<file path="src/logic/plc_map.vh">
// Register map, field positions, codes and reset values of the lane control
`ifndef PLC_MAP_VH
`define PLC_MAP_VH

// Word offsets on the register access bus
`define PLC_OFS_MODE_SELECT 16'h0000
`define PLC_OFS_TX_PATH 16'h0008
`define PLC_OFS_RX_PATH 16'h0009

// Mode select fields
`define PLC_MODE_TX_LO 0
`define PLC_MODE_TX_HI 1
`define PLC_MODE_RX_LO 2
`define PLC_MODE_RX_HI 3

// Datapath mode codes
`define PLC_MODE_INVALID 2'h0
`define PLC_MODE_8B10B 2'h1
`define PLC_MODE_64B66B 2'h2
`define PLC_MODE_PMA_ONLY 2'h3

// Path control fields (same layout for both directions, comma align receive only)
`define PLC_BIT_CODER_BYPASS 0
`define PLC_BIT_WIDE_BUS 1
`define PLC_BIT_BOND_MASK 2
`define PLC_BIT_REORDER 3
`define PLC_BIT_SYM_SWAP 4
`define PLC_BIT_COMMA_ALIGN 5

// Writable bits of each register
`define PLC_MASK_MODE_SELECT 8'h0F
`define PLC_MASK_TX_PATH 8'h1F
`define PLC_MASK_RX_PATH 8'h3F

// Reset values
`define PLC_RST_MODE_SELECT 8'h00
`define PLC_RST_TX_PATH 8'h00
`define PLC_RST_RX_PATH 8'h00
`define PLC_RST_BYTE_SHIFT 2'h0

// Seven-bit comma strings, checked in the low bits of a symbol
`define PLC_COMMA_POS 7'h1F
`define PLC_COMMA_NEG 7'h60
`define PLC_COMMA_W 7

`endif

</file>
<file path="src/logic/plc_top.v">
// Lane datapath control registers with the receive steering path
//
// Overview of operation
// - Each direction has a two-bit mode field: 01 8b/10b, 10 64b/66b, 11 PMA only.
// - The transmit encoder runs while its bypass bit is 0 and is skipped at 1.
// - The receive decoder runs while its bypass bit is 0 and is skipped at 1.
// - A direction's wide-bus bit at 1 gives a 20-bit bus, at 0 a 10-bit bus.
// - The wide-bus bit is ignored while that direction runs 64b/66b.
// - A direction's bond mask bit at 1 removes the lane from the bonded group.
// - In 8b/10b mode the reorder bit at 1 reverses the bits of each symbol.
// - The swap bit at 1 swaps the two bytes of the bus when it is 20 bits wide.
// - With comma alignment on, received data is shifted so the comma is in byte 0.
// - While comma alignment is on, the byte shift used is shown in a status field.
// - The two-bit shift status reads 00 to 11 for zero to three bytes, reset 00.
`timescale 1ns/1ps
`default_nettype none
`include "plc_map.vh"

module plc_top
#(
    parameter SYM_W = 10
)
(
    input wire clk_i,
    input wire sys_rst_i,
    input wire rab_request_i,
    input wire rab_wr_rdn_i,
    input wire [15:0] rab_offset_i,
    input wire [15:0] rab_wdata_i,
    output reg rab_ready_o,
    output reg [15:0] rab_rdata_o,
    output reg rab_rdata_valid_o,
    output reg [1:0] tx_mode_o,
    output reg [1:0] rx_mode_o,
    output reg tx_line_encoder_bypass_o,
    output reg rx_line_decoder_bypass_o,
    output reg tx_wide_bus_select_o,
    output reg rx_wide_bus_select_o,
    output reg tx_bond_mask_o,
    output reg rx_bond_mask_o,
    output reg tx_bit_reorder_enable_o,
    output reg rx_bit_reorder_enable_o,
    output reg tx_symbol_swap_o,
    output reg rx_symbol_swap_o,
    output reg rx_comma_align_o,
    output reg [1:0] rx_byte_shift_o,
    input wire [4*SYM_W-1:0] rx_in_data_i,
    input wire rx_in_valid_i,
    output wire rx_in_ready_o,
    output wire [4*SYM_W-1:0] rx_out_data_o,
    output wire rx_out_valid_o,
    input wire rx_out_ready_i
);

    localparam NSYM = 4;
    localparam DW = NSYM * SYM_W;

    // ************************************************************
    // Helper functions
    // ************************************************************

    // Lowest symbol holding a comma string; bit 2 flags a hit
    function [2:0] find_comma;
        input [DW-1:0] word;
        integer i;
        reg [SYM_W-1:0] sym;
        begin
            find_comma = 3'h0;
            sym = {SYM_W{1'b0}};
            for (i = NSYM - 1; i >= 0; i = i - 1)
            begin
                sym = word[i*SYM_W +: SYM_W];
                if (sym[`PLC_COMMA_W-1:0] == `PLC_COMMA_POS ||
                    sym[`PLC_COMMA_W-1:0] == `PLC_COMMA_NEG)
                    find_comma = {1'b1, i[1:0]};
            end
        end
    endfunction

    // Bus width in force: 64b/66b overrides the wide-bus bit
    function eff_wide;
        input [1:0] mode;
        input wide_bit;
        begin
            eff_wide = wide_bit & (mode != `PLC_MODE_64B66B);
        end
    endfunction

    // ************************************************************
    // Registers
    // ************************************************************
    reg [7:0] pcs_mode_select_ff;
    reg [7:0] tx_path_control_ff;
    reg [7:0] rx_path_control_ff;
    reg [1:0] byte_shift_ff;
    wire bus_take;
    wire bus_wr;
    wire bus_rd;
    reg [15:0] nxt_rdata;

    assign bus_take = rab_request_i & rab_ready_o;
    assign bus_wr = bus_take & rab_wr_rdn_i;
    assign bus_rd = bus_take & ~rab_wr_rdn_i;

    // Ready stays high: every access completes in one cycle
    always @(posedge clk_i or posedge sys_rst_i)
    begin
        if (sys_rst_i)
            rab_ready_o <= 1'b0;
        else
            rab_ready_o <= 1'b1;
    end

    // Writes; only the documented bits can ever be set
    always @(posedge clk_i or posedge sys_rst_i)
    begin
        if (sys_rst_i)
        begin
            pcs_mode_select_ff <= `PLC_RST_MODE_SELECT;
            tx_path_control_ff <= `PLC_RST_TX_PATH;
            rx_path_control_ff <= `PLC_RST_RX_PATH;
        end
        else if (bus_wr)
        begin
            case (rab_offset_i)
                `PLC_OFS_MODE_SELECT:
                    pcs_mode_select_ff <=
                        rab_wdata_i[7:0] & `PLC_MASK_MODE_SELECT;
                `PLC_OFS_TX_PATH:
                    tx_path_control_ff <=
                        rab_wdata_i[7:0] & `PLC_MASK_TX_PATH;
                `PLC_OFS_RX_PATH:
                    rx_path_control_ff <=
                        rab_wdata_i[7:0] & `PLC_MASK_RX_PATH;
                default:
                    pcs_mode_select_ff <= pcs_mode_select_ff;
            endcase
        end
    end

    // Read mux; shift status shares the receive word's upper byte
    always @*
    begin
        case (rab_offset_i)
            `PLC_OFS_MODE_SELECT:
                nxt_rdata = {8'h00, pcs_mode_select_ff};
            `PLC_OFS_TX_PATH:
                nxt_rdata = {8'h00, tx_path_control_ff};
            `PLC_OFS_RX_PATH:
                nxt_rdata = {6'h00, byte_shift_ff, rx_path_control_ff};
            default:
                nxt_rdata = 16'h0000;
        endcase
    end

    // Read data one cycle after the request is taken
    always @(posedge clk_i or posedge sys_rst_i)
    begin
        if (sys_rst_i)
        begin
            rab_rdata_o <= 16'h0000;
            rab_rdata_valid_o <= 1'b0;
        end
        else
        begin
            rab_rdata_valid_o <= bus_rd;
            if (bus_rd)
                rab_rdata_o <= nxt_rdata;
        end
    end

    // ************************************************************
    // Control outputs to the coding sublayer
    // ************************************************************
    wire [1:0] tx_mode;
    wire [1:0] rx_mode;
    wire tx_wide;
    wire rx_wide;
    wire rx_8b10b;

    assign tx_mode = pcs_mode_select_ff[`PLC_MODE_TX_HI:`PLC_MODE_TX_LO];
    assign rx_mode = pcs_mode_select_ff[`PLC_MODE_RX_HI:`PLC_MODE_RX_LO];
    assign tx_wide = eff_wide(tx_mode,
                              tx_path_control_ff[`PLC_BIT_WIDE_BUS]);
    assign rx_wide = eff_wide(rx_mode,
                              rx_path_control_ff[`PLC_BIT_WIDE_BUS]);
    assign rx_8b10b = (rx_mode == `PLC_MODE_8B10B);

    // Registered so every output comes from a flop; one cycle of lag
    always @(posedge clk_i or posedge sys_rst_i)
    begin
        if (sys_rst_i)
        begin
            tx_mode_o <= `PLC_MODE_INVALID;
            rx_mode_o <= `PLC_MODE_INVALID;
            tx_line_encoder_bypass_o <= 1'b0;
            rx_line_decoder_bypass_o <= 1'b0;
            tx_wide_bus_select_o <= 1'b0;
            rx_wide_bus_select_o <= 1'b0;
            tx_bond_mask_o <= 1'b0;
            rx_bond_mask_o <= 1'b0;
            tx_bit_reorder_enable_o <= 1'b0;
            rx_bit_reorder_enable_o <= 1'b0;
            tx_symbol_swap_o <= 1'b0;
            rx_symbol_swap_o <= 1'b0;
            rx_comma_align_o <= 1'b0;
            rx_byte_shift_o <= `PLC_RST_BYTE_SHIFT;
        end
        else
        begin
            tx_mode_o <= tx_mode;
            rx_mode_o <= rx_mode;
            tx_line_encoder_bypass_o <=
                tx_path_control_ff[`PLC_BIT_CODER_BYPASS];
            rx_line_decoder_bypass_o <=
                rx_path_control_ff[`PLC_BIT_CODER_BYPASS];
            tx_wide_bus_select_o <= tx_wide;
            rx_wide_bus_select_o <= rx_wide;
            tx_bond_mask_o <= tx_path_control_ff[`PLC_BIT_BOND_MASK];
            rx_bond_mask_o <= rx_path_control_ff[`PLC_BIT_BOND_MASK];
            tx_bit_reorder_enable_o <= (tx_mode == `PLC_MODE_8B10B) &
                tx_path_control_ff[`PLC_BIT_REORDER];
            rx_bit_reorder_enable_o <= rx_8b10b &
                rx_path_control_ff[`PLC_BIT_REORDER];
            tx_symbol_swap_o <= tx_wide &
                tx_path_control_ff[`PLC_BIT_SYM_SWAP];
            rx_symbol_swap_o <= rx_wide &
                rx_path_control_ff[`PLC_BIT_SYM_SWAP];
            rx_comma_align_o <= rx_path_control_ff[`PLC_BIT_COMMA_ALIGN];
            // Gated by the enable itself so a stale count never outlives it
            rx_byte_shift_o <= rx_path_control_ff[`PLC_BIT_COMMA_ALIGN] ?
                byte_shift_ff : `PLC_RST_BYTE_SHIFT;
        end
    end

    // ************************************************************
    // Receive steering: reorder, swap, comma alignment
    // ************************************************************
    wire [DW-1:0] reordered;
    wire [DW-1:0] swapped;
    wire [DW-1:0] staged;
    wire [2*DW-1:0] pair;
    wire [2*DW-1:0] pair_shifted;
    wire [DW-1:0] aligned;
    wire [2:0] comma_hit;
    wire align_on;
    wire buf_ready;
    wire word_take;
    reg [DW-1:0] prev_ff;

    assign align_on = rx_path_control_ff[`PLC_BIT_COMMA_ALIGN];

    // Bit reversal inside each symbol, 8b/10b only
    genvar gs;
    genvar gb;
    generate
        for (gs = 0; gs < NSYM; gs = gs + 1)
        begin : g_sym
            for (gb = 0; gb < SYM_W; gb = gb + 1)
            begin : g_bit
                assign reordered[gs*SYM_W + gb] =
                    (rx_8b10b & rx_path_control_ff[`PLC_BIT_REORDER]) ?
                    rx_in_data_i[gs*SYM_W + SYM_W - 1 - gb] :
                    rx_in_data_i[gs*SYM_W + gb];
            end
            // Neighbour symbols trade places when swapping a 20-bit bus
            assign swapped[gs*SYM_W +: SYM_W] =
                (rx_wide & rx_path_control_ff[`PLC_BIT_SYM_SWAP]) ?
                reordered[(gs ^ 1)*SYM_W +: SYM_W] :
                reordered[gs*SYM_W +: SYM_W];
        end
    endgenerate

    // Alignment holds one word back so bytes after the comma follow it
    assign word_take = rx_in_valid_i & buf_ready;
    assign comma_hit = find_comma(swapped);
    assign pair = {swapped, prev_ff};
    assign pair_shifted = pair >> (byte_shift_ff * SYM_W);
    assign aligned = pair_shifted[DW-1:0];
    assign staged = align_on ? aligned : swapped;

    // Shift count follows the latest comma; cleared while alignment is off
    always @(posedge clk_i or posedge sys_rst_i)
    begin
        if (sys_rst_i)
        begin
            prev_ff <= {DW{1'b0}};
            byte_shift_ff <= `PLC_RST_BYTE_SHIFT;
        end
        else
        begin
            if (word_take)
                prev_ff <= swapped;
            if (!align_on)
                byte_shift_ff <= `PLC_RST_BYTE_SHIFT;
            else if (word_take && comma_hit[2])
                byte_shift_ff <= comma_hit[1:0];
        end
    end

    // Two-entry buffer; its ready stalls the source
    plc_buf
    #(
        .DW(DW)
    )
    u_buf
    (
        .clk_i(clk_i),
        .sys_rst_i(sys_rst_i),
        .in_valid_i(rx_in_valid_i),
        .in_ready_o(buf_ready),
        .in_data_i(staged),
        .out_valid_o(rx_out_valid_o),
        .out_ready_i(rx_out_ready_i),
        .out_data_o(rx_out_data_o)
    );

    assign rx_in_ready_o = buf_ready;

endmodule

`default_nettype wire

</file>
<file path="src/logic/plc_buf.v">
// Two-entry buffer with valid/ready on both sides and registered outputs
`timescale 1ns/1ps
`default_nettype none

module plc_buf
#(
    parameter DW = 40
)
(
    input wire clk_i,
    input wire sys_rst_i,
    input wire in_valid_i,
    output reg in_ready_o,
    input wire [DW-1:0] in_data_i,
    output reg out_valid_o,
    input wire out_ready_i,
    output reg [DW-1:0] out_data_o
);

    // ************************************************************
    // Storage: head word drives the output, skid word catches stalls
    // ************************************************************
    reg [DW-1:0] skid_ff;
    reg skid_valid_ff;
    reg [DW-1:0] nxt_head;
    reg [DW-1:0] nxt_skid;
    reg nxt_head_valid;
    reg nxt_skid_valid;
    wire push;
    wire pop;

    assign push = in_valid_i & in_ready_o;
    assign pop = out_valid_o & out_ready_i;

    // Next state; head refills from skid first so order is kept
    always @*
    begin
        nxt_head = out_data_o;
        nxt_skid = skid_ff;
        nxt_head_valid = out_valid_o;
        nxt_skid_valid = skid_valid_ff;
        if (!out_valid_o || pop)
        begin
            if (skid_valid_ff)
            begin
                nxt_head = skid_ff;
                nxt_head_valid = 1'b1;
                nxt_skid_valid = push;
                if (push)
                    nxt_skid = in_data_i;
            end
            else
            begin
                nxt_head_valid = push;
                if (push)
                    nxt_head = in_data_i;
            end
        end
        else if (push)
        begin
            nxt_skid = in_data_i;
            nxt_skid_valid = 1'b1;
        end
    end

    // Ready drops only when both entries hold data
    always @(posedge clk_i or posedge sys_rst_i)
    begin
        if (sys_rst_i)
        begin
            out_data_o <= {DW{1'b0}};
            skid_ff <= {DW{1'b0}};
            out_valid_o <= 1'b0;
            skid_valid_ff <= 1'b0;
            in_ready_o <= 1'b0;
        end
        else
        begin
            out_data_o <= nxt_head;
            skid_ff <= nxt_skid;
            out_valid_o <= nxt_head_valid;
            skid_valid_ff <= nxt_skid_valid;
            in_ready_o <= ~nxt_skid_valid;
        end
    end

endmodule

`default_nettype wire

</file>
<file path="config.mk">
export PLATFORM = sky130hd
export DESIGN_NAME = plc_top
export DESIGN_NICKNAME = d
export VERILOG_FILES = /design/src/logic/plc_top.v /design/src/logic/plc_buf.v
export VERILOG_INCLUDE_DIRS = /design/src /design/src/logic
export SDC_FILE = /design/constraint.sdc
export NUM_CORES = 1
export LEC_CHECK = 0
export ABC_AREA = 1
export BUFFER_PORTS_ARGS = -buffer_cell sky130_fd_sc_hd__clkbuf_2
export CORE_ASPECT_RATIO = 1.4
export CORE_MARGIN = 5
export CORE_UTILIZATION = 23
export CTS_CLUSTER_DIAMETER = 150
export DETAILED_ROUTE_END_ITERATION = 10
export PLACE_DENSITY_LB_ADDON = 0.25
export REMOVE_ABC_BUFFERS = 1
export SKIP_LAST_GASP = 1
export SLEW_MARGIN = 10
export SYNTH_ARGS = -nofsm -noshare
export SYNTH_HDL_FRONTEND = slang
export SYNTH_SLANG_ARGS = --single-unit
</file>
<file path="constraint.sdc">
create_clock -name clk_i -period 10.7 [get_ports clk_i]
set_input_delay 1.07 -clock clk_i [delete_from_list [all_inputs] [get_ports clk_i]]
set_output_delay 1.07 -clock clk_i [all_outputs]
set_load 0.05 [all_outputs]
</file>
==> results by stage <==
Floorplanning:
- The floorplan has 93 rows.
- The die span in y is about 260 um.
- Pin placement for this block handled between 150 and 200 I/O pins.
- The effective utilization at floorplan is 23.1%.
- In this run the horizontal extent of the chip is ~190 um.
- The die area is slightly above 50000 sq um.
- After floorplanning, the core was sized to cover ~46000 sq um.

Hold path:
- The destination of the worst hold path is tx_line_encoder_bypass_o.
- The path class of the tightest hold or removal check is register to register.
- The worst hold path begins at tx_path_control_ff[0].
- The depth of the worst hold-timing path is 0.

Timing:
- Setup violations remaining at the end of the flow were counted as 0.
- The worst max-slew margin expressed relative to the limit is 40.4%.
- Timing would allow up to approximately 0.32 GHz.
- The slew at the pin with the worst max-slew slack is about 0.89 ns.
- Setup repair after global routing left no endpoint under its margin.
- The number of max-slew violations in the final report was 0.
- For the finished layout, the period the worst path requires is between 3 and 4 ns.
- The share of the clock period used by the worst path is approximately 30%.
- The setup TNS is 0 ns.
- The number of endpoints with negative hold slack in the final report is 0.
- For the final database, setup skew stands at around 0.014 ns.

Pwr:
- The power share of the clock group is a little under a quarter.
- The switching power total is about 1.2 mW.
- The internal power of the cells totals between 1 and 1.5 mW.
- In this run the power density over the cells is 222 nW/um^2.
- The worst ir drop on vdd is about 140 uV.
- Per report_power, the combinational group accounts for roughly 41% of the total.
- Net switching is between 40% and 50% of the power.
- The portion of total power attributed to sequential cells is between 30% and 40%.
- In this run the static leakage power is 6.33 nW.

Logic synthesis:
- In the synthesized netlist the dominant register cell turns out to be dfrtp_1.
- The area fraction in compound gates after synthesis is 14.4%.
- The number of library cell types mapped by synthesis is 42.
- Counting flops with an async set or reset pin after synthesis yields a share of 100%.
- Averaged over all synthesized cells, the footprint is 6.53 sq um.
- After Yosys synthesis, full adders, half adders and majority gates account for 0% of the synthesized area.
- Synthesis produced a netlist whose cell count is ~1600.
- The largest family of logic cells by synthesized area is simple AND/OR/NAND/NOR gates.
- The share of synthesized area occupied by flip-flops and latches is just under 40%.
- The simple-gate share of the synthesized area is approximately 37%.
- The synthesized-area fraction occupied by xor and xnor cells is 0%.
- The multiplexer share of the synthesized area is less than 1%.
- The number of flops mapped to enable cells by yosys is 0.
- During synthesis, Yosys emitted a total of 0 warnings.
- In this run the cell area of the synthesized design comes to approximately 11000 sq um.
- The synthesized design spends more area on one cell type than any other, namely dfrtp_1.
- After synthesis, the cell types taking the most area are dfrtp_1, nand2_1, nand3_1, o21ai_0, inv_1.
- After synthesis, the largest area contributor takes up approximately two fifths of total cell area.
- Synthesis inferred 167 register bits.

Critical path:
- The maximum fanout along the worst path is 52.
- Setup slack on the worst reg-to-reg path comes out at between 7 and 8 ns.
- The endpoint kind of the worst setup timing path is a register.
- The gate family responsible for the most delay along the worst path is simple AND/OR/NAND/NOR gates.
- The worst setup path is of the register to register kind.
- STA puts the critical path data required time at between 10 and 15 ns.
- On the critical path, the stage with the largest delay is an instance of inv_4.
- STA classifies the critical path startpoint as a register.
- In this design, the stage delay of the slowest critical-path cell is approximately 0.6 ns.
- The worst register-to-register path ends at u_buf.out_data_o[32].
- The arrival time of data at the critical path endpoint is 3.51 ns.
- The number of buffers and inverters on the critical path is 2.
- For the worst flop-to-flop path, the logic depth is 15.
- The signal on the critical path passes through inv_1, nand2_2, nand3_4, inv_4, nand2_1, o21ai_1, nand2_1, nand3_1, nand3_1, nand2_1, nand3_1, nand2_1, nand2_1, nand2_1, nand2_1.
- Counting stages on the worst path, the most repeated cell is nand2_1.
- The worst register-to-register path begins at pcs_mode_select_ff[2].

Global routing:
- Entering global routing, the biggest net connects a little over 70 pins.
- The number of antenna violations at the first check in global routing came to 1.
- The total overflow reported by the global router is 0.
- The combined global-route utilization of all metal layers is between 10% and 20%.
- The via count of the first global-routing pass was between 10000 and 15000.
- The global-route wire length before repair is slightly below 60000 um.

Clocking:
- Buffers inserted during clock tree synthesis total 17.
- The post-cts resize count is 0.
- The cts-stage hold buffer count is 0.
- No sink is reached through more buffers than the 2 on the longest clock path.
- The CTS clock-pin slew for the worst setup and hold paths is approximately 0.08 ns.
- The clock insertion delay at the later pin of the skew report is approximately 0.46 ns.
- The total clock sinks is approximately 170.
- The number of buffers inserted to repair setup after CTS is 0.
- The clock root buffer is clkbuf_16.
- The H-tree level count is 4.
- The TritonCTS clock tree is yes.

Final layout:
- From synthesis to final layout, the design area changed by 16.1%.
- The net count of the finished layout is between 1500 and 2000.
- Fill cells in the final layout number 5202.
- In the layout the commonest cells are nand2_1, nand3_1, dfrtp_1.
- The most common cell after layout, fill and taps aside is nand2_1.
- The end-of-flow core utilization is 26.8%.
- The share of final-layout standard cells stronger than drive strength 1 is 13.2%.

Detailed routing:
- In the routed layout, each cell is associated on average with a via count of 4.56.
- The number of search-and-repair iterations in the first detailed-routing pass is 5.
- The post-detailed-route count of antenna-violating nets is 0.
- After detailed routing, the total wire length is approximately 37000 um.
- Dividing the detail-routed wire length by the instance count gives 16.1 um.
- After detailed routing, the number of remaining DRC violations is 0.
- The final route contains roughly 11000 vias.
- The number of design-rule violations left by the first detailed-router iteration is ~750.

Placed design:
- The final estimated routing congestion in global placement is 0.853.
- After legalization and detailed placement, the total HPWL measured 27200 um.
- During placement, the flow inserted port buffers numbering between 100 and 150.

Status:
- The flow ran to the end, and the final reports show no timing, DRC or antenna violations.

Job:
- Across the run, the number of max-cap violations was 0.
## cells by family after synthesis
family	Yosys count
DFF	167
and+or+nand+nor	941
buffers and inverters	226
other	2
muxes	2
AOI/OAI and AO/OA	284
## synthesized netlist by cell type, types with 3 or more instances
master      n
and2_1      6
a21oi_1    52
nor2_1     75
a22o_1      3
dfrtp_1   167
o22ai_1     3
o21ai_1    33
a31oi_1     8
buf_4      11
buf_1      14
nand3_2     3
inv_2       6
buf_6       7
nand3_1   173
o211ai_1   21
o31ai_1     3
buf_2      28
o21ai_0   155
nor3_1      5
or2_2       8
nand2_2     9
inv_1     112
clkbuf_1   46
nand4_1     3
nand2_1   649
## how the worst max path moves through the flow
stage | from | end | depth (start not counted)
floorplan | sys_rst_i | byte_shift_ff[0] | 1
global placement | pcs_mode_select_ff[2] | u_buf.out_data_o[32] | 15
detailed placement | pcs_mode_select_ff[2] | u_buf.out_data_o[32] | 15
CTS | pcs_mode_select_ff[2] | u_buf.out_data_o[32] | 15
global route | pcs_mode_select_ff[2] | u_buf.out_data_o[34] | 15
finish | pcs_mode_select_ff[2] | u_buf.out_data_o[32] | 15
## routing by layer
layer	part of all wire [%]	vias up	track usage, %
met5	0	-	0
met3	6.8	38	3.77
met2	47	310	24.2
met4	2.4	0	5.15
li1	-	5352	-
met1	44	4901	19.0
## registers in the layout (all words and copies together) (netlist names), 4 cells and up
register,cells
tx_path_control_ff,5
rx_path_control_ff,6
u_buf.skid_ff,40
prev_ff,40
u_buf.out_data_o,40
rab_rdata_o,8
pcs_mode_select_ff,4
## power by group through the flow
stage	logic, mW	clock network (mW)	registers (mW)
finish	1.13	0.646	0.953
global route	1.27	0.689	0.981
CTS	1.15	0.674	0.954
detailed placement	1.15	0	0.965
global placement	1.13	0	0.959
floorplan	0.539	0	1.24
## metrics by stage
step | power, mW | worst slack (ns) | instances | area [sq um] | hold WS [ns]
2_1_floorplan | 1.78 | 5.11 | 1523 | 10100 | 0.374
3_3_place_gp | 2.09 | 7.55 | 2294 | 11700 | 0.390
3_5_place_dp | 2.11 | 7.53 | 2294 | 11700 | 0.395
4_1_cts | 2.78 | 7.51 | 2326 | 12300 | 0.414
5_1_grt | 2.94 | 7.16 | 2326 | 12300 | 0.425
6_report | 2.72 | 7.53 | 2327 | 12300 | 0.409
## worst register-to-register path: cells and delay by family, from the launching register on
kind | cells | cell delay, ns
and+or+nand+nor | 12 | 1.57
buffers and inverters | 2 | 0.68
AOI/OAI and AO/OA | 1 | 0.33
DFF | 1 | 0.48
## area by class of cell
type,instances,area [sq um],area share (%)
multi-input combinational,1236,5470,44.5
clock buffer,18,439,3.57
tap,617,772,6.28
inverter,120,458,3.72
antenna,1,2.50,0.0203
timing repair buffer,154,816,6.63
sequential,167,4180,34.0
clock inverter,14,161,1.31
(Power assumes the default switching activity.)
